<file path="src/common/tgi_pkg.sv">
// shared constants and types for the three-phase gate command controller
package tgi_pkg;

  // clock and timing figures in their own units
  localparam int CLK_PERIOD_NS   = 40;
  localparam int DEAD_TIME_NS    = 500;
  localparam int MIN_PULSE_NS    = 1000;
  localparam int SETTLE_CYC_INT  = 2;

  // cycle counts: least times round up
  localparam int DEAD_CYC_INT  = (DEAD_TIME_NS + CLK_PERIOD_NS - 1) / CLK_PERIOD_NS;
  localparam int PULSE_CYC_INT = (MIN_PULSE_NS + CLK_PERIOD_NS - 1) / CLK_PERIOD_NS;

  // timer width and sized forms of the counts
  localparam int TMR_W = 5;
  localparam logic [TMR_W-1:0] DEAD_CYC   = TMR_W'(DEAD_CYC_INT);
  localparam logic [TMR_W-1:0] PULSE_CYC  = TMR_W'(PULSE_CYC_INT);
  localparam logic [TMR_W-1:0] SETTLE_CYC = TMR_W'(SETTLE_CYC_INT);
  localparam logic [TMR_W-1:0] TMR_ZERO   = 5'h00;

  // number of phases
  localparam int PHASES = 3;

  // user request codes per phase
  localparam logic [1:0] REQ_OFF  = 2'h0;
  localparam logic [1:0] REQ_BUS  = 2'h1;
  localparam logic [1:0] REQ_GND  = 2'h2;

  // reset values
  localparam logic LEG_CMD_RST   = 1'h0;
  localparam logic LINE_OE_N_RST = 1'h0;

  // enable/fault line handling states
  typedef enum logic [1:0] {
    TGI_DISABLED = 2'b00,
    TGI_ENABLED  = 2'b01,
    TGI_FAULT    = 2'b10
  } tgi_state_t;

  // one leg's pair of gate commands
  typedef struct packed {
    logic high;
    logic low;
  } tgi_leg_t;

endpackage

</file>
<file path="src/hw/tgi_ctrl.sv">
// controller driving the gate command inputs and enable/fault line of a three-phase module
`timescale 1ns/10ps
`default_nettype none
module tgi_ctrl
  import tgi_pkg::*;
(
  // clock and reset
  input  wire logic       clk_in,
  input  wire logic       rst_in,
  // user requests per phase and enable
  input  wire logic [1:0] req_phase_a_in,
  input  wire logic [1:0] req_phase_b_in,
  input  wire logic [1:0] req_phase_c_in,
  input  wire logic       enable_req_in,
  input  wire logic       fault_clear_in,
  // user status
  output logic            fault_out,
  output logic            running_out,
  // gate command pins
  output logic            high_cmd_phase_a_out,
  output logic            high_cmd_phase_b_out,
  output logic            high_cmd_phase_c_out,
  output logic            low_cmd_phase_a_out,
  output logic            low_cmd_phase_b_out,
  output logic            low_cmd_phase_c_out,
  // enable/fault line, open drain
  input  wire logic       enable_fault_line_in,
  output logic            enable_fault_line_out,
  output logic            enable_fault_line_oe_n_out
);

  tgi_state_t        state_reg;
  tgi_state_t        state_next;
  logic [TMR_W-1:0]  settle_reg;
  logic [TMR_W-1:0]  settle_next;
  logic              oe_n_reg;
  logic              oe_n_next;
  logic              fault_reg;
  logic              fault_next;
  logic              drive_zero_reg;
  logic              running_reg;
  logic              running_next;
  wire               settled;
  wire               line_fault;
  wire               force_off;
  wire  [1:0]        req_vec [PHASES];
  tgi_leg_t          leg_vec [PHASES];

  // the pull-up needs a few cycles to lift the line after release, so early lows are no fault
  // a low line after the release has settled is the device's fault report
  assign settled    = (settle_reg >= SETTLE_CYC);
  assign line_fault = (state_reg == TGI_ENABLED) && settled && !enable_fault_line_in;
  // the device sinks the line on its own faults, so a low level always stops the commands
  // commands are held off whenever the line is not released and high
  assign force_off  = (state_reg != TGI_ENABLED) || !enable_fault_line_in
                    || line_fault;

  // enable/fault line sequencing
  always_comb begin
    state_next = state_reg;
    case (state_reg)
      TGI_DISABLED: begin
        if (enable_req_in) begin
          state_next = TGI_ENABLED;
        end
      end
      TGI_ENABLED: begin
        if (!enable_req_in) begin
          state_next = TGI_DISABLED;
        end else if (line_fault) begin
          state_next = TGI_FAULT;
        end
      end
      TGI_FAULT: begin
        if (!enable_req_in) begin
          state_next = TGI_DISABLED;
        end else if (fault_clear_in && enable_fault_line_in) begin
          state_next = TGI_ENABLED;
        end
      end
      default: begin
        state_next = TGI_DISABLED;
      end
    endcase
  end

  // settle timer restarts when the line is released
  assign settle_next = (state_next != TGI_ENABLED || state_reg == TGI_DISABLED) ? TMR_ZERO
                     : (settled ? settle_reg : settle_reg + 5'h01);
  // line is pulled low only while disabled
  assign oe_n_next   = (state_next != TGI_DISABLED);
  // the clear only counts once the device has let the line rise again
  // sticky fault flag: a new fault wins over a clear
  assign fault_next  = line_fault || (fault_reg && !(fault_clear_in && state_reg == TGI_FAULT
                       && enable_fault_line_in));
  // running flag registered beside the state so the status pin comes from a flip-flop
  assign running_next = (state_next == TGI_ENABLED);

  // state registers
  always_ff @(posedge clk_in) begin
    if (rst_in) begin
      state_reg      <= TGI_DISABLED;
      settle_reg     <= TMR_ZERO;
      oe_n_reg       <= LINE_OE_N_RST;
      fault_reg      <= 1'h0;
      drive_zero_reg <= 1'h0;
      running_reg    <= 1'h0;
    end else begin
      state_reg      <= state_next;
      settle_reg     <= settle_next;
      oe_n_reg       <= oe_n_next;
      fault_reg      <= fault_next;
      drive_zero_reg <= 1'h0;                 // line data bit stays low; only the enable moves
      running_reg    <= running_next;
    end
  end

  // one leg per phase, a to c in order
  // all legs share one shut-off so a fault stops every phase on the same edge
  assign req_vec[0] = req_phase_a_in;
  assign req_vec[1] = req_phase_b_in;
  assign req_vec[2] = req_phase_c_in;

  for (genvar p = 0; p < PHASES; p++) begin : g_leg
    tgi_leg u_leg (
      .clk_in       (clk_in),
      .rst_in       (rst_in),
      .req_in       (req_vec[p]),
      .force_off_in (force_off),
      .leg_out      (leg_vec[p])
    );
  end

  // pin outputs, each straight from a flip-flop
  // the line is only ever pulled down, never driven high
  assign high_cmd_phase_a_out       = leg_vec[0].high;
  assign low_cmd_phase_a_out        = leg_vec[0].low;
  assign high_cmd_phase_b_out       = leg_vec[1].high;
  assign low_cmd_phase_b_out        = leg_vec[1].low;
  assign high_cmd_phase_c_out       = leg_vec[2].high;
  assign low_cmd_phase_c_out        = leg_vec[2].low;
  assign enable_fault_line_out      = drive_zero_reg;
  assign enable_fault_line_oe_n_out = oe_n_reg;
  assign fault_out                  = fault_reg;
  assign running_out                = running_reg;

  // checks on the line handling
  fault_quiet_a: assert property (@(posedge clk_in) disable iff (rst_in)
    line_fault && enable_req_in |=> (state_reg == TGI_FAULT) && fault_out && !high_cmd_phase_a_out
    && !low_cmd_phase_a_out && !high_cmd_phase_b_out && !low_cmd_phase_b_out
    && !high_cmd_phase_c_out && !low_cmd_phase_c_out)
    else $error("commands not dropped on line fault");

  disable_drive_a: assert property (@(posedge clk_in) disable iff (rst_in)
    !enable_req_in |=> !enable_fault_line_oe_n_out && !enable_fault_line_out)
    else $error("line not pulled low when disabled");

  disabled_off_a: assert property (@(posedge clk_in) disable iff (rst_in)
    !enable_req_in ##1 !enable_req_in |=> !high_cmd_phase_a_out && !high_cmd_phase_b_out
    && !high_cmd_phase_c_out && !low_cmd_phase_a_out && !low_cmd_phase_b_out
    && !low_cmd_phase_c_out)
    else $error("commands active while disabled");

  fault_hold_a: assert property (@(posedge clk_in) disable iff (rst_in)
    (state_reg == TGI_FAULT) && enable_req_in && !fault_clear_in |=> state_reg == TGI_FAULT)
    else $error("fault left without clear");

  // checks on line release, fault clear, forced shut-off and phase mapping
  enable_go_a: assert property (@(posedge clk_in) disable iff (rst_in)
    (state_reg == TGI_DISABLED) && enable_req_in |=> running_out && enable_fault_line_oe_n_out)
    else $error("line not released on enable");

  held_low_a: assert property (@(posedge clk_in) disable iff (rst_in)
    state_reg == TGI_DISABLED |-> !enable_fault_line_oe_n_out)
    else $error("line released while disabled");

  line_low_off_a: assert property (@(posedge clk_in) disable iff (rst_in)
    !enable_fault_line_in |=> !high_cmd_phase_a_out && !high_cmd_phase_b_out
    && !high_cmd_phase_c_out && !low_cmd_phase_a_out && !low_cmd_phase_b_out
    && !low_cmd_phase_c_out)
    else $error("commands active while line low");

  early_low_a: assert property (@(posedge clk_in) disable iff (rst_in)
    (state_reg == TGI_ENABLED) && !settled && enable_req_in |=> state_reg == TGI_ENABLED)
    else $error("fault taken before the line settled");

  clear_back_a: assert property (@(posedge clk_in) disable iff (rst_in)
    (state_reg == TGI_FAULT) && enable_req_in && fault_clear_in && enable_fault_line_in
    |=> running_out && !fault_out)
    else $error("fault clear not taken");

  clear_refused_a: assert property (@(posedge clk_in) disable iff (rst_in)
    (state_reg == TGI_FAULT) && !enable_fault_line_in |=> !running_out && fault_out)
    else $error("fault cleared while line low");

  fault_sticky_a: assert property (@(posedge clk_in) disable iff (rst_in)
    fault_out && !((state_reg == TGI_FAULT) && fault_clear_in && enable_fault_line_in)
    |=> fault_out)
    else $error("fault flag dropped without clear");

  bus_map_a: assert property (@(posedge clk_in) disable iff (rst_in)
    ($rose(high_cmd_phase_a_out) |-> $past(req_phase_a_in) == REQ_BUS)
    and ($rose(high_cmd_phase_b_out) |-> $past(req_phase_b_in) == REQ_BUS)
    and ($rose(high_cmd_phase_c_out) |-> $past(req_phase_c_in) == REQ_BUS))
    else $error("high command raised without its phase asking for the bus");

  gnd_map_a: assert property (@(posedge clk_in) disable iff (rst_in)
    ($rose(low_cmd_phase_a_out) |-> $past(req_phase_a_in) == REQ_GND)
    and ($rose(low_cmd_phase_b_out) |-> $past(req_phase_b_in) == REQ_GND)
    and ($rose(low_cmd_phase_c_out) |-> $past(req_phase_c_in) == REQ_GND))
    else $error("low command raised without its phase asking for ground");

endmodule
`default_nettype wire

</file>
<file path="src/hw/tgi_leg.sv">
// one phase leg: dead time, minimum pulse width and forced shut-off
`timescale 1ns/10ps
`default_nettype none
module tgi_leg
  import tgi_pkg::*;
(
  // clock and reset
  input  wire logic       clk_in,
  input  wire logic       rst_in,
  // request side
  input  wire logic [1:0] req_in,
  input  wire logic       force_off_in,
  // command side
  output tgi_leg_t        leg_out
);

  logic             hi_reg;
  logic             hi_next;
  logic             lo_reg;
  logic             lo_next;
  logic [TMR_W-1:0] t_hi_reg;
  logic [TMR_W-1:0] t_hi_next;
  logic [TMR_W-1:0] t_lo_reg;
  logic [TMR_W-1:0] t_lo_next;
  wire              want_hi;
  wire              want_lo;
  wire              hi_may_turn;
  wire              lo_may_turn;

  // decode the request
  assign want_hi     = (req_in == REQ_BUS);
  assign want_lo     = (req_in == REQ_GND);
  assign hi_may_turn = (t_hi_reg >= PULSE_CYC);
  assign lo_may_turn = (t_lo_reg >= PULSE_CYC);

  // next gate commands; a switch turns on only after the other has been off long enough
  assign hi_next = hi_reg ? !(force_off_in || (!want_hi && hi_may_turn))
                 : (want_hi && !force_off_in && !lo_reg && hi_may_turn
                    && t_lo_reg >= DEAD_CYC);
  assign lo_next = lo_reg ? !(force_off_in || (!want_lo && lo_may_turn))
                 : (want_lo && !force_off_in && !hi_reg && lo_may_turn
                    && t_hi_reg >= DEAD_CYC);

  // saturating timers since each command last changed
  assign t_hi_next = (hi_next != hi_reg) ? TMR_ZERO
                   : (hi_may_turn ? t_hi_reg : t_hi_reg + 5'h01);
  assign t_lo_next = (lo_next != lo_reg) ? TMR_ZERO
                   : (lo_may_turn ? t_lo_reg : t_lo_reg + 5'h01);

  // state registers
  always_ff @(posedge clk_in) begin
    if (rst_in) begin
      hi_reg   <= LEG_CMD_RST;
      lo_reg   <= LEG_CMD_RST;
      t_hi_reg <= TMR_ZERO;
      t_lo_reg <= TMR_ZERO;
    end else begin
      hi_reg   <= hi_next;
      lo_reg   <= lo_next;
      t_hi_reg <= t_hi_next;
      t_lo_reg <= t_lo_next;
    end
  end

  assign leg_out.high = hi_reg;
  assign leg_out.low  = lo_reg;

  // checks on the leg
  no_shoot_a: assert property (@(posedge clk_in) disable iff (rst_in)
    !(hi_reg && lo_reg)) else $error("both gate commands high");
  hi_dead_a: assert property (@(posedge clk_in) disable iff (rst_in)
    $rose(hi_reg) |-> ($past(t_lo_reg) >= DEAD_CYC && !$past(lo_reg)))
    else $error("high command raised inside dead time");
  lo_dead_a: assert property (@(posedge clk_in) disable iff (rst_in)
    $rose(lo_reg) |-> ($past(t_hi_reg) >= DEAD_CYC && !$past(hi_reg)))
    else $error("low command raised inside dead time");
  hi_width_a: assert property (@(posedge clk_in) disable iff (rst_in)
    ($fell(hi_reg) && !$past(force_off_in)) || $rose(hi_reg) |-> $past(t_hi_reg) >= PULSE_CYC)
    else $error("high command pulse too short");
  lo_width_a: assert property (@(posedge clk_in) disable iff (rst_in)
    ($fell(lo_reg) && !$past(force_off_in)) || $rose(lo_reg) |-> $past(t_lo_reg) >= PULSE_CYC)
    else $error("low command pulse too short");
  force_off_a: assert property (@(posedge clk_in) disable iff (rst_in)
    force_off_in |=> !hi_reg && !lo_reg) else $error("leg not off after force");

endmodule
`default_nettype wire

</file>
<file path="config.mk">
export PLATFORM = sky130hd
export DESIGN_NAME = tgi_ctrl
export DESIGN_NICKNAME = d
export VERILOG_FILES = /design/src/common/tgi_pkg.sv /design/src/hw/tgi_ctrl.sv /design/src/hw/tgi_leg.sv
export SDC_FILE = /design/constraint.sdc
export NUM_CORES = 1
export LEC_CHECK = 0
export ABC_AREA = 1
export BUFFER_PORTS_ARGS = -buffer_cell sky130_fd_sc_hd__buf_2
export CAP_MARGIN = 20
export CORE_MARGIN = 5
export CORE_UTILIZATION = 53
export DETAILED_ROUTE_END_ITERATION = 10
export HOLD_SLACK_MARGIN = 0.02
export PLACE_DENSITY = 0.75
export RECOVER_POWER = 100
export SLEW_MARGIN = 20
export SYNTH_ARGS = -nofsm -noshare
export SYNTH_HDL_FRONTEND = slang
export SYNTH_SLANG_ARGS = --single-unit
</file>
<file path="constraint.sdc">
create_clock -name clk_in -period 1.47 [get_ports clk_in]
set_clock_uncertainty 0.1 [all_clocks]
set_input_delay 0.2205 -clock clk_in [delete_from_list [all_inputs] [get_ports clk_in]]
set_output_delay 0.2205 -clock clk_in [all_outputs]
set_load 0.02 [all_outputs]
</file>
# Word-level counts from Yosys, hierarchy flattened
# Index checks and enable logic that the tools add are counted.
totals:
  reg_bits: 46
  inputBits: 11
op_classes:
  reduce_logical: 76
  eq_ne: 17
  mux: 12
  n_lt_le_gt_ge: 13
  add_sub_neg: 7
op_table:
  columns: ["operator", "count"]
  rows:
  - ["$logic_and A1 B1 Y1", 36]
  - ["$add A5 B1 Y5 const B", 7]
  - ["$ge A5 B4 Y1 const B", 6]
  - ["$ge A5 B5 Y1 const B", 6]
  - ["$logic_not A1 Y1", 21]
  - ["$reduce_or A2 Y1", 7]
  - ["$eq A2 B1 Y1 const B", 5]
  - ["$logic_or A1 B1 Y1", 10]
  - ["$mux W2", 5]
  - ["$eq A2 B2 Y1 const B", 4]
  - ["$mux W1", 6]
  - ["$ne A1 B1 Y1", 6]
  - ["$pmux W2 S3", 1]
  - ["$ge A5 B2 Y1 const B", 1]
  - ["$ne A2 B1 Y1 const B", 2]
  - ["$logic_not A2 Y1", 1]
  - ["$reduce_bool A2 Y1", 1]

# Longest topological paths before layout
# Gate-level depths: netlist of the first run.
logic_depth:
  ltp_word: 12
  mapped_depth: 10
  mapped_depth_nobuf: 10

# Hierarchy
# From an unflattened synthesis of the first run, not the netlist that was laid out.
hier_totals:
  hier_cells: 360
  area_unflattened_um2: 2839.0
modules_own_cells:
  columns: ["module", "area_each_um2", "cells_each", "n_inst", "seq_area_each_um2"]
  rows:
  - ["tgi_leg", 789.5, 102, 3, 240.2]
  - ["tgi_ctrl", 470.5, 54, 1, 200.2]

# Least setup slack after synthesis of the first run
# OpenSTA, ideal clock, no wires.
synth_timing:
  path_kind: "flip-flop to flip-flop"
  from: "register settle_reg[0]"
  to: "register settle_reg[0]"
  path_stages_with_launch: 10
  arrival_time_ps: 1227
  setup_time_ps: 65
  period_less_slack_ps: 1392
  slack_ps: 78
  required_ps: 1305
  n_path_buf: 0
  path_cell_list: "dfxtp_1 inv_1 ha_1 nor2_1 nand4_1 nand2_1 nand3_2 nand2_1 nand2_2 nor2_1"
synth_between:
  elab_chain_cells: 9
  word_cells_on_any_way: 10
  classes_between: "1 x add/sub; 1 x order compare; 1 x eq/ne; 3 x mux; 4 x reduce/logical"
synth_rtl:
  columns: ["element", "line_no", "text"]
  rows:
  - ["start: declaration", "tgi_ctrl.sv:34", "logic [TMR_W-1:0] settle_reg;"]
  - ["start signal: assignment", "tgi_ctrl.sv:110", "settle_reg <= settle_next;"]
  - ["$ge A5 B2 Y1", "tgi_ctrl.sv:51", "assign settled = (settle_reg >= SETTLE_CYC);"]
  - ["$logic_and A1 B1 Y1 (2 in series)", "tgi_ctrl.sv:52", "assign line_fault = (state_reg == TGI_ENABLED) && settled && !enable_fault_line_in;"]
  - ["$mux W2", "tgi_ctrl.sv:70", "end else if (line_fault) begin"]
  - ["$mux W2", "tgi_ctrl.sv:68", "if (!enable_req_in) begin"]
  - ["$pmux W2 S3", "tgi_ctrl.sv:61", "case (state_reg)"]
  - ["$ne A2 B1 Y1", "tgi_ctrl.sv:88", "assign settle_next = (state_next != TGI_ENABLED || state_reg == TGI_DISABLED) ? TMR_ZERO"]
  - ["$logic_or A1 B1 Y1", "tgi_ctrl.sv:88", null]
  - ["$reduce_or A2 Y1 (no line)", null, null]
# Parallel ways exist; a longest one is shown, timed or not.
# A chain may end at the register's enable or synchronous reset.

# Worst setup path after layout of the first run
layout_timing:
  from: "register g_leg[0].u_leg.t_lo_reg[0]"
  to: "register g_leg[0].u_leg.t_lo_reg[2]"
layout_between:
  elab_chain_cells: 7
  word_cells_on_any_way: 10
  classes_between: "1 x add/sub; 1 x order compare; 1 x eq/ne; 1 x mux; 6 x reduce/logical"
layout_rtl:
  columns: ["element", "line_no", "text"]
  rows:
  - ["start: declaration", "tgi_leg.sv:23", "logic [TMR_W-1:0] t_lo_reg;"]
  - ["start signal: assignment", "tgi_leg.sv:61", "t_lo_reg <= t_lo_next;"]
  - ["$ge A5 B5 Y1", "tgi_leg.sv:34", "assign lo_may_turn = (t_lo_reg >= PULSE_CYC);"]
  - ["$logic_and A1 B1 Y1", "tgi_leg.sv:40", "assign lo_next = lo_reg ? !(force_off_in || (!want_lo && lo_may_turn))"]
  - ["$logic_or A1 B1 Y1", "tgi_leg.sv:40", null]
  - ["$logic_not A1 Y1", "tgi_leg.sv:40", null]
  - ["$mux W1", "tgi_leg.sv:40", null]
  - ["$ne A1 B1 Y1", "tgi_leg.sv:47", "assign t_lo_next = (lo_next != lo_reg) ? TMR_ZERO"]
  - ["$reduce_or A2 Y1 (no line)", null, null]
# Parallel ways exist; a longest one is shown, timed or not.

==> flow_summary.yaml, run 1 <==
power:
  cellInternalPower_uw: 2208
  total_power_of_the_final_layout_uw: 2929
  swShare_pct: 24.63
  pwr-share-comb_pct: 14.7
  share_of_power_burned_in_the_clock_network_pct: 39.6
  ir_worst_vdd_mv: 0.5059
  cellPowerDensity_nw_per_um2: 899.8
  power.static_leakage_uw: 0.001510
  sw_power_uw: 721.4
  seq_pwr_share_pct: 45.7
timing:
  timing_max_transition_violations_final: 0
  hold_violations: 0
  post-route-period-util_pct: 96.58
  slew_headroom_pct: 55.60
  finalSetupViolCount: 0
  timing.setup.tns_ns: 0
  maxClockFrequency_mhz: 704.4
  worstMarginPinSlew_ns: 0.6653
  finalWorstPathRequiredPeriod_ns: 1.420
  grt_setup_unrepaired: "true"
  timing.final.ws_setup_ns: 0.05028
drt:
  drt-vias-per-instance: 4.905
  route.met3.wl_um: 239
  wl_per_cell_um: 11.38
  route.met2.wl_um: 2842
  dr_total_vias: 2320
  drc_violations_left: 0
  totalWireLength_um: 5382
  first_iter_violations: 113
  maxUsedRoutingLayer: "met4"
  ant_nets: 0
  met1Wirelength_um: 2187
  firstDrtPassIters: 4
setup_path:
  worst-path-buf-inv: 2
  setup_cp_type: "flop to flop"
  worst-endpoint-required_ns: 1.57
  timing.critical_path.arrival_ns: 1.52
  crit_path_max_fanout: 5
  slowest_delay_ns: 0.41
  setup.worst_path.end_class: "flop"
  crit_path_start_kind: "flop"
  critical_path.top_delay_family: "flip-flops"
  critical-path-slowest-cell: "dfxtp_1"
  critical_path.cell_chain: "buf_4 -> nor2_2 -> nand2_1 -> nand2_2 -> buf_6 -> nand2_2 -> xor2_1 -> nor2_2"
clocking:
  clock_insertion_delay_worst_skew_ns: 0.30
  ctsHtreeMaxLevel: 2
  clk_pin_slew_ns: 0.09
  cts_num_sinks: 46
  number_of_buffers_added_by_the_clock_tree_synthesis_step: 5
  cts_tree: "done"
  clock_tree.root_cell: "clkbuf_8"
  ctsLongestPathBuffers: 2
placement:
  dp_slack_ns: 0.009979
  place_congestion: 0.8005
  io_buffer_count: 19
  dp_hpwl_um: 3557
  placement.cell_area_um2: 2808
die:
  placeableCoreArea_um2: 4692
  die_area_um2: 6261
  initial_core_util_pct: 53.97
  die_h_um: 79.13
  ports_placed_on_the_boundary: 21
  num_rows: 25
  chipWidth_um: 79.13
synthesis:
  netlist_area_um2: 2532
  synth_cell_type_count: 24
  netlist_instances: 374
  syn-num-nets: 399
  synth_edf_count: 0
  async_reset_ff_share_pct: 0
  synth-warning-count: 0
  synth-seq-area-share_pct: 36.36
  synth-main-ff-cell: "dfxtp_1"
  syn_avg_cell_area_um2: 6.771
  yosys_register_bits: 46
outcome:
  outcome: "finished, final reports clean"
global_routing:
  wire_length_of_the_first_global_routing_pass_um: 8383
  pin_count_of_the_biggest_net_entering_global_routing: 15
  first_global_vias: 2112
  grt_antenna_before_repair: 0
  grt.total_usage_pct: 16.55
  grt.overflow.total: 0
final_layout:
  num-nets-final: 443
  fillers: 385
  layout.cells.most_common_list: "nand2_1 (69), inv_1 (62), nor2_1 (46)"
  syn_to_final_growth_pct: 28.56
  antennaDiodeCount: 0
  post-route-cell-area_um2: 3256
  final_common_cell: "nand2_1"
  drive_above_1_share_pct: 30.07
flow_run:
  cap_viol_max_count: 0
hold_path:
  hold_crit_class: "input port to flop"
## worst paths after layout
kind,from,endpoint,slack (ns),depth (start not counted)
worst max-delay path,g_leg[0].u_leg.t_lo_reg[0],g_leg[0].u_leg.t_lo_reg[2],0.05,8
worst min-delay path,fault_clear_in,state_reg[1],0.14,4
worst max register to register,g_leg[0].u_leg.t_lo_reg[0],g_leg[0].u_leg.t_lo_reg[2],0.05,8
worst min register to register,settle_reg[4],settle_reg[4],0.35,2
## cell families after synthesis
family	after synthesis	share of synthesized area, %
buffers and inverters	77	11.86
AND/OR/NAND/NOR	196	33.89
XOR/XNOR	18	6.225
other	1	0.1481
adder cells (fa/ha/maj)	14	6.917
flip-flops	46	36.36
AO/OA/AOI/OAI	22	4.595
## cell type report
class | count | area (um^2) | share of cell area (%)
well taps | 54 | 67.56 | 2.075
multi-input cells | 251 | 1587 | 48.73
clock inverters | 2 | 60.06 | 1.845
clock buffers | 6 | 82.58 | 2.537
inverters | 74 | 280.3 | 8.609
flip-flops and latches | 46 | 929.6 | 28.55
repair buffers | 40 | 249.0 | 7.648
## tightest hold or removal path, stage by stage
cell and delay [ns]:
buf_2 0.07, nand2_1 0.06, nand2_1 0.07, a211oi_1 0.06
## metrics by stage
step	utilization [%]	hold slack [ns]	std cells
after floorplan	-	0.1990	374
after global placement	59.84	0.3269	462
after detailed placement	59.84	0.3376	462
after CTS	62.88	0.1212	470
after global routing	69.39	0.1380	473
final	69.39	0.1369	473
## power groups by stage
stage / Clock, uW / Sequential [uW] / Combinational, uW
2_1_floorplan: 0 / 1380 / 221
6_report: 1160 / 1340 / 430
3_3_place_gp: 0 / 1360 / 351
3_5_place_dp: 0 / 1360 / 358
5_1_grt: 1240 / 1350 / 485
4_1_cts: 1180 / 1330 / 363
## metal layers
metal	GRT usage, %	up-vias
li1	-	1210
met1	17.74	1053
met2	30.81	47
met3	4.422	10
met4	6.014	0
met5	0	-
## synth_stat cells (all sizes together), types with 3 or more instances
master	number	area, um^2
nand3	28	185.2
xnor2	5	43.79
nand3b	3	22.52
o21ai	8	40.04
nor2	73	286.5
xor2	13	113.9
a21oi	11	55.05
dfxtp	46	920.9
inv	74	277.8
ha	14	175.2
nor3	3	15.01
nand2	87	336.6
## repair_timing
action | in CTS | in global routing
resized for setup | 0 | 88
setup endpoints to repair | 1 | 38
pin swaps | 1 | 35
setup buffers | 0 | 3
hold buffers | 0 | 0
Power figures use the tool's default switching activity.
==> run 2, diff against run 1 <==
Settings changed: ABC_AREA 1 to default, CELL_PAD_IN_SITES_DETAIL_PLACEMENT from default to 1, CELL_PAD_IN_SITES_GLOBAL_PLACEMENT from default to 2, CORE_UTILIZATION 53 to 33, PLACE_DENSITY 0.75 to default, PLACE_DENSITY_LB_ADDON from default to 0.1.
==> flow_summary.yaml, run 2 <==
outcome:
  outcome: "finished with violations"
  violations: "setup timing"
timing:
  timing.setup.tns_ns: -6.316
  post-route-period-util_pct: 119.5
  maxClockFrequency_mhz: 569.3
  timing_max_transition_violations_final: 0
  timing.final.ws_setup_ns: -0.2867
  finalWorstPathRequiredPeriod_ns: 1.757
  grt_setup_unrepaired: "true"
  hold_violations: 0
  hold_slack_ns: 0.1502
  finalSetupViolCount: 45
placement:
  dp_hpwl_um: 5196
  placedCellCount: 449
  place_congestion: 0.7839
  io_buffer_count: 19
global_routing:
  wire_length_of_the_first_global_routing_pass_um: 12650
  pin_count_of_the_biggest_net_entering_global_routing: 14
  grt.total_usage_pct: 17.18
  first_global_vias: 2682
  grt.overflow.total: 0
  grt_antenna_before_repair: 0
power:
  sw_power_uw: 806.3
  swShare_pct: 28.61
  total_power_of_the_final_layout_uw: 2818
  pwr-share-comb_pct: 22.1
  cellInternalPower_uw: 2012
  seq_pwr_share_pct: 48.1
  ir_worst_vdd_mv: 0.3873
  share_of_power_burned_in_the_clock_network_pct: 29.8
  cellPowerDensity_nw_per_um2: 687.8
  power.static_leakage_uw: 0.001510
synthesis:
  share_of_the_synthesized_area_in_compound_gates_ao_oa_aoi_oai_pct: 23.14
  synth_edf_count: 0
  synth_top_family_by_area: "simple AND/OR/NAND/NOR gates"
  netlist_area_um2: 2455
  async_reset_ff_share_pct: 0
  count_leader_synth: "dfxtp_1"
  post_synth_mux_area_share_pct: 1.376
  synth_simple_gate_area_share_pct: 23.96
  synth_cell_type_count: 47
  synth_top_cells_by_count: "dfxtp_1 (46), nor3_1 (23), nor2_1 (21), ha_1 (14), nand2_1 (14)"
  synth-main-ff-cell: "dfxtp_1"
  netlist_instances: 265
  synth_top_cells_by_area: "dfxtp_1 (38%), ha_1 (7.1%), nor3_1 (4.7%), nor2_1 (3.2%), xor2_1 (2.9%)"
  yosys_register_bits: 46
  synthDominantCellAreaShare_pct: 37.51
  syn-num-nets: 290
  synth_largest_area_cell: "dfxtp_1"
  synth-xor-area-share_pct: 4.281
  syn_avg_cell_area_um2: 9.264
  synth-warning-count: 0
  synth_adder_area_share_pct: 7.136
  synth-seq-area-share_pct: 37.51
final_layout:
  finish.utilization_pct: 56.49
  syn_to_final_growth_pct: 66.92
  final_common_cell: "buf_4"
  final_cells: 474
  drive_above_1_share_pct: 57.07
  num-nets-final: 399
  antennaDiodeCount: 0
  layout.cells.most_common_list: "buf_4 (72), dfxtp_1 (32), nor3_2 (14), buf_6 (14)"
clocking:
  ctsLongestPathBuffers: 2
  cts_tree: "done"
  cts_num_sinks: 46
  clk_pin_slew_ns: 0.09
  number_of_buffers_added_by_the_clock_tree_synthesis_step: 5
  clock_tree.root_cell: "clkbuf_8"
  clock_insertion_delay_worst_skew_ns: 0.30
  ctsHoldBuffers: 0
  ctsHtreeMaxLevel: 2
drt:
  ant_nets: 0
  maxUsedRoutingLayer: "met4"
  first_iter_violations: 38
  drc_violations_left: 0
  drt-vias-per-instance: 5.278
  route.met3.wl_um: 123
  route.met2.wl_um: 4112
  wl_per_cell_um: 16.46
  totalWireLength_um: 7801
  met1Wirelength_um: 3456
  dr_total_vias: 2502
  firstDrtPassIters: 4
setup_path:
  crit_path_max_fanout: 5
  worst-endpoint-required_ns: 1.57
  rrSetupSlack_ns: -0.29
  setup.worst_path.end_class: "flop"
  regToRegEndpoint: "g_leg[1].u_leg.t_lo_reg[1]"
  timing.critical_path.arrival_ns: 1.85
  r2r_cells: 6
  setup_cp_type: "flop to flop"
  crit_path_start_kind: "flop"
  reg2reg_from: "g_leg[1].u_leg.t_lo_reg[1]"
die:
  die_h_um: 96.25
  placeableCoreArea_um2: 7253
  initial_core_util_pct: 33.85
  die_area_um2: 9264
  num_rows: 31
  chipWidth_um: 96.25
  ports_placed_on_the_boundary: 21
hold_path:
  hold_path.startpoint: "rst_in"
  worst_hold_path.endpoint: "g_leg[2].u_leg.hi_reg"
  worst_hold_path.num_cells: 2
  hold_crit_class: "input port to flop"
flow_run:
  cap_viol_max_count: 0
[run 2: cell types whose count changed in the layout (fill, tap and decap cells not counted), sizes merged, moves of 7 or more]
cell / previous run / this run
buf: 31 / 97
inv: 74 / 8
nand2b: 0 / 7
nor3: 3 / 23
nor2: 73 / 21
nand2: 87 / 14
nor4: 0 / 10
nor2b: 0 / 8
a31oi: 1 / 10
nand3: 28 / 9
[run 2: worst max path at each step]
stage | startpoint | endpoint | slack, ns | cells after the start
after floorplan | g_leg[0].u_leg.t_hi_reg[1] | g_leg[0].u_leg.t_hi_reg[1] | -0.27 | 6
after global placement | g_leg[0].u_leg.t_hi_reg[1] | g_leg[0].u_leg.t_hi_reg[3] | -0.29 | 7
after detailed placement | g_leg[0].u_leg.t_hi_reg[1] | g_leg[0].u_leg.t_hi_reg[3] | -0.34 | 7
after CTS | g_leg[0].u_leg.t_hi_reg[1] | g_leg[0].u_leg.t_hi_reg[1] | -0.27 | 6
after global routing | g_leg[0].u_leg.t_hi_reg[1] | g_leg[0].u_leg.t_hi_reg[1] | -0.36 | 6
final | g_leg[1].u_leg.t_lo_reg[1] | g_leg[1].u_leg.t_lo_reg[1] | -0.29 | 6
[run 2: per-stage QoR]
stage | area, um^2 | setup WS (ns)
after global routing | 4098 | -0.3571
after floorplan | 2611 | -0.2675
final | 4098 | -0.2867
after detailed placement | 3326 | -0.3428
after CTS | 3774 | -0.2745
after global placement | 3326 | -0.2905
[run 2: power by group through the flow]
stage | combinational [uW] | sequential [uW] | clock [uW]
finish | 623 | 1360 | 839
global route | 679 | 1370 | 919
CTS | 551 | 1350 | 860
detailed placement | 446 | 1380 | 0
global placement | 430 | 1380 | 0
floorplan | 222 | 1400 | 0
[run 2: final cells by class]
cell class | count | area, um^2
clock buffers | 7 | 86.33
fillers | 812 | 3156
inverters | 8 | 30.03
multi-input cells | 207 | 2093
flip-flops and latches | 46 | 955.9
well taps | 99 | 123.9
repair buffers | 106 | 803.3
clock inverters | 1 | 5.005
[run 2: metal layers]
metal / vias to the layer above / GRT usage (%)
li1: 1225 / -
met1: 1248 / 21.48
met2: 20 / 30.65
met3: 9 / 2.658
met4: 0 / 4.147
met5: - / 0
[run 2: critical path, stage by stage (launching register included)]
cell and delay [ns]:
dfxtp_4 0.36, inv_2 0.04, ha_4 0.14, or3_4 0.34, o211ai_4 0.28, a21oi_4 0.07
a2111oi_2 0.33
[run 2: cell families after synthesis]
group / after synthesis
compound gates: 68
xor+xnor: 12
fa+ha+maj: 14
buf+inv: 12
flops: 46
mux: 3
other cells: 1
simple gates: 109
[run 2: repair_timing]
action                     in CTS  in global routing
cloned                          0                  0
setup buffers                  12                  7
setup endpoints to repair      45                 45
pin swaps                      42                 11
gates resized for setup        52                 46
==> run 3, diff against run 2 <==
Settings changed: PLACE_DENSITY from default to 0.75, PLACE_DENSITY_LB_ADDON 0.1 to default.
==> flow_summary.yaml, run 3 (same netlist as run 2, synthesis figures left out) <==
setup_path:
  crit_path_max_fanout: 4
  timing.critical_path.arrival_ns: 1.90
  rrSetupSlack_ns: -0.34
  regToRegEndpoint: "g_leg[1].u_leg.t_lo_reg[1]"
  setup.worst_path.end_class: "flop"
  reg2reg_from: "g_leg[1].u_leg.t_lo_reg[1]"
  setup_cp_type: "flop to flop"
  r2r_cells: 6
  crit_path_start_kind: "flop"
  critical_path.endpoint: "g_leg[1].u_leg.t_lo_reg[1]"
  worst-endpoint-required_ns: 1.56
  cp-startpoint: "g_leg[1].u_leg.t_lo_reg[1]"
die:
  placeableCoreArea_um2: 7253
  chipWidth_um: 96.25
  initial_core_util_pct: 33.85
  die_h_um: 96.25
  die_area_um2: 9264
  num_rows: 31
  ports_placed_on_the_boundary: 21
drt:
  first_iter_violations: 79
  drc_violations_left: 0
  totalWireLength_um: 7751
  firstDrtPassIters: 4
  drt-vias-per-instance: 5.202
  wl_per_cell_um: 16.63
  ant_nets: 0
  dr_total_vias: 2424
timing:
  timing.final.ws_setup_ns: -0.3381
  timing.setup.tns_ns: -7.611
  timing_max_transition_violations_final: 0
  finalSetupViolCount: 45
  hold_violations: 0
  maxClockFrequency_mhz: 553.1
  hold_slack_ns: 0.1446
  grt_setup_unrepaired: "true"
  post-route-period-util_pct: 123.0
  finalWorstPathRequiredPeriod_ns: 1.808
clocking:
  clock_insertion_delay_worst_skew_ns: 0.30
  ctsHoldBuffers: 0
  cts_tree: "done"
  clk_pin_slew_ns: 0.09
  number_of_buffers_added_by_the_clock_tree_synthesis_step: 5
  ctsLongestPathBuffers: 2
  ctsHtreeMaxLevel: 2
  cts_num_sinks: 46
  clock_tree.root_cell: "clkbuf_8"
final_layout:
  seqCellArea_um2: 952.2
  finish.utilization_pct: 55.46
  post-route-cell-area_um2: 4023
  final_common_cell: "buf_4"
  layout.cells.most_common_list: "buf_4 (66), dfxtp_1 (33), nor3_2 (16)"
  syn_to_final_growth_pct: 63.86
  antennaDiodeCount: 0
  fillers: 815
  multiInputGateArea_um2: 2067
  num-nets-final: 391
  drive_above_1_share_pct: 54.77
global_routing:
  wire_length_of_the_first_global_routing_pass_um: 12180
  globalRouteMet2Util_pct: 29.67
  grt.overflow.total: 0
  first_global_vias: 2555
  pin_count_of_the_biggest_net_entering_global_routing: 14
  groute.layer.met1.usage_pct: 20.48
  grt_use_met3_pct: 3.049
  grt_busiest_layer: "met2"
  grt.total_usage_pct: 16.63
  grt_antenna_before_repair: 0
power:
  cellPowerDensity_nw_per_um2: 710.5
  ir_worst_vdd_mv: 0.4082
  power.static_leakage_uw: 0.001463
placement:
  io_buffer_count: 19
  dp_slack_ns: -0.3087
  place_congestion: 0.7653
  placement.cell_area_um2: 3248
  dp_hpwl_um: 4998
flow_run:
  cap_viol_max_count: 0
outcome:
  violations: "setup timing"
  outcome: "finished with violations"
hold_path:
  worst_hold_path.num_cells: 3
  hold_crit_class: "input port to flop"
==> run 3: cell types whose count changed in the layout (fill, tap and decap cells not counted), sizes merged <==
cell and delta:
buf -8, clkbuf +1, clkinv -1
==> run 3: worst min path at each step <==
stage	from	end
6_report	req_phase_c_in[0]	g_leg[2].u_leg.hi_reg
5_1_grt	req_phase_c_in[0]	g_leg[2].u_leg.hi_reg
4_1_cts	req_phase_c_in[0]	g_leg[2].u_leg.hi_reg
3_5_place_dp	fault_out	fault_out
3_3_place_gp	fault_out	fault_out
2_1_floorplan	enable_fault_line_in	running_out
==> run 3: final cells by class <==
type,instances,area share [%]
clock buffer,8,2.519
inverter,8,0.8709
multi-input combinational,207,51.38
sequential,46,23.67
tap,99,3.079
timing repair buffer,98,18.48
==> run 3: worst max-delay path, cell delays in order, from the launching register on <==
cell and delay (ns):
dfxtp_4 0.38, inv_4 0.04, ha_4 0.15, or3_4 0.34, o211ai_4 0.26, a21oi_4 0.07
a2111oi_4 0.35
==> run 3: metal layers <==
metal  share of wire, %  wire (um)
met3                2.3        175
met4                1.6        123
met1                 44       3378
met2                 53       4073
met5                  0          0
==> run 3: through the flow <==
step           total power, uW  std cells
2_1_floorplan             1626        265
3_3_place_gp              1803        437
3_5_place_dp              1824        437
4_1_cts                   2797        457
5_1_grt                   3006        466
6_report                  2858        466
==> run 3: what timing repair did <==
item,in CTS,in global routing
hold endpoints to repair,0,0
setup buffers,12,10
setup endpoints to repair,45,45
pin swaps,42,18
resized for setup,44,49
==> run 3: power breakdown <==
group | total (uW) | leakage [uW] | internal (uW) | switching (uW)
registers | 1360 | 0.000381 | 1300 | 64.5
clock network | 892 | 0.0000506 | 442 | 450
logic | 603 | 0.00103 | 322 | 281
total | 2860 | 0.00146 | 2060 | 795
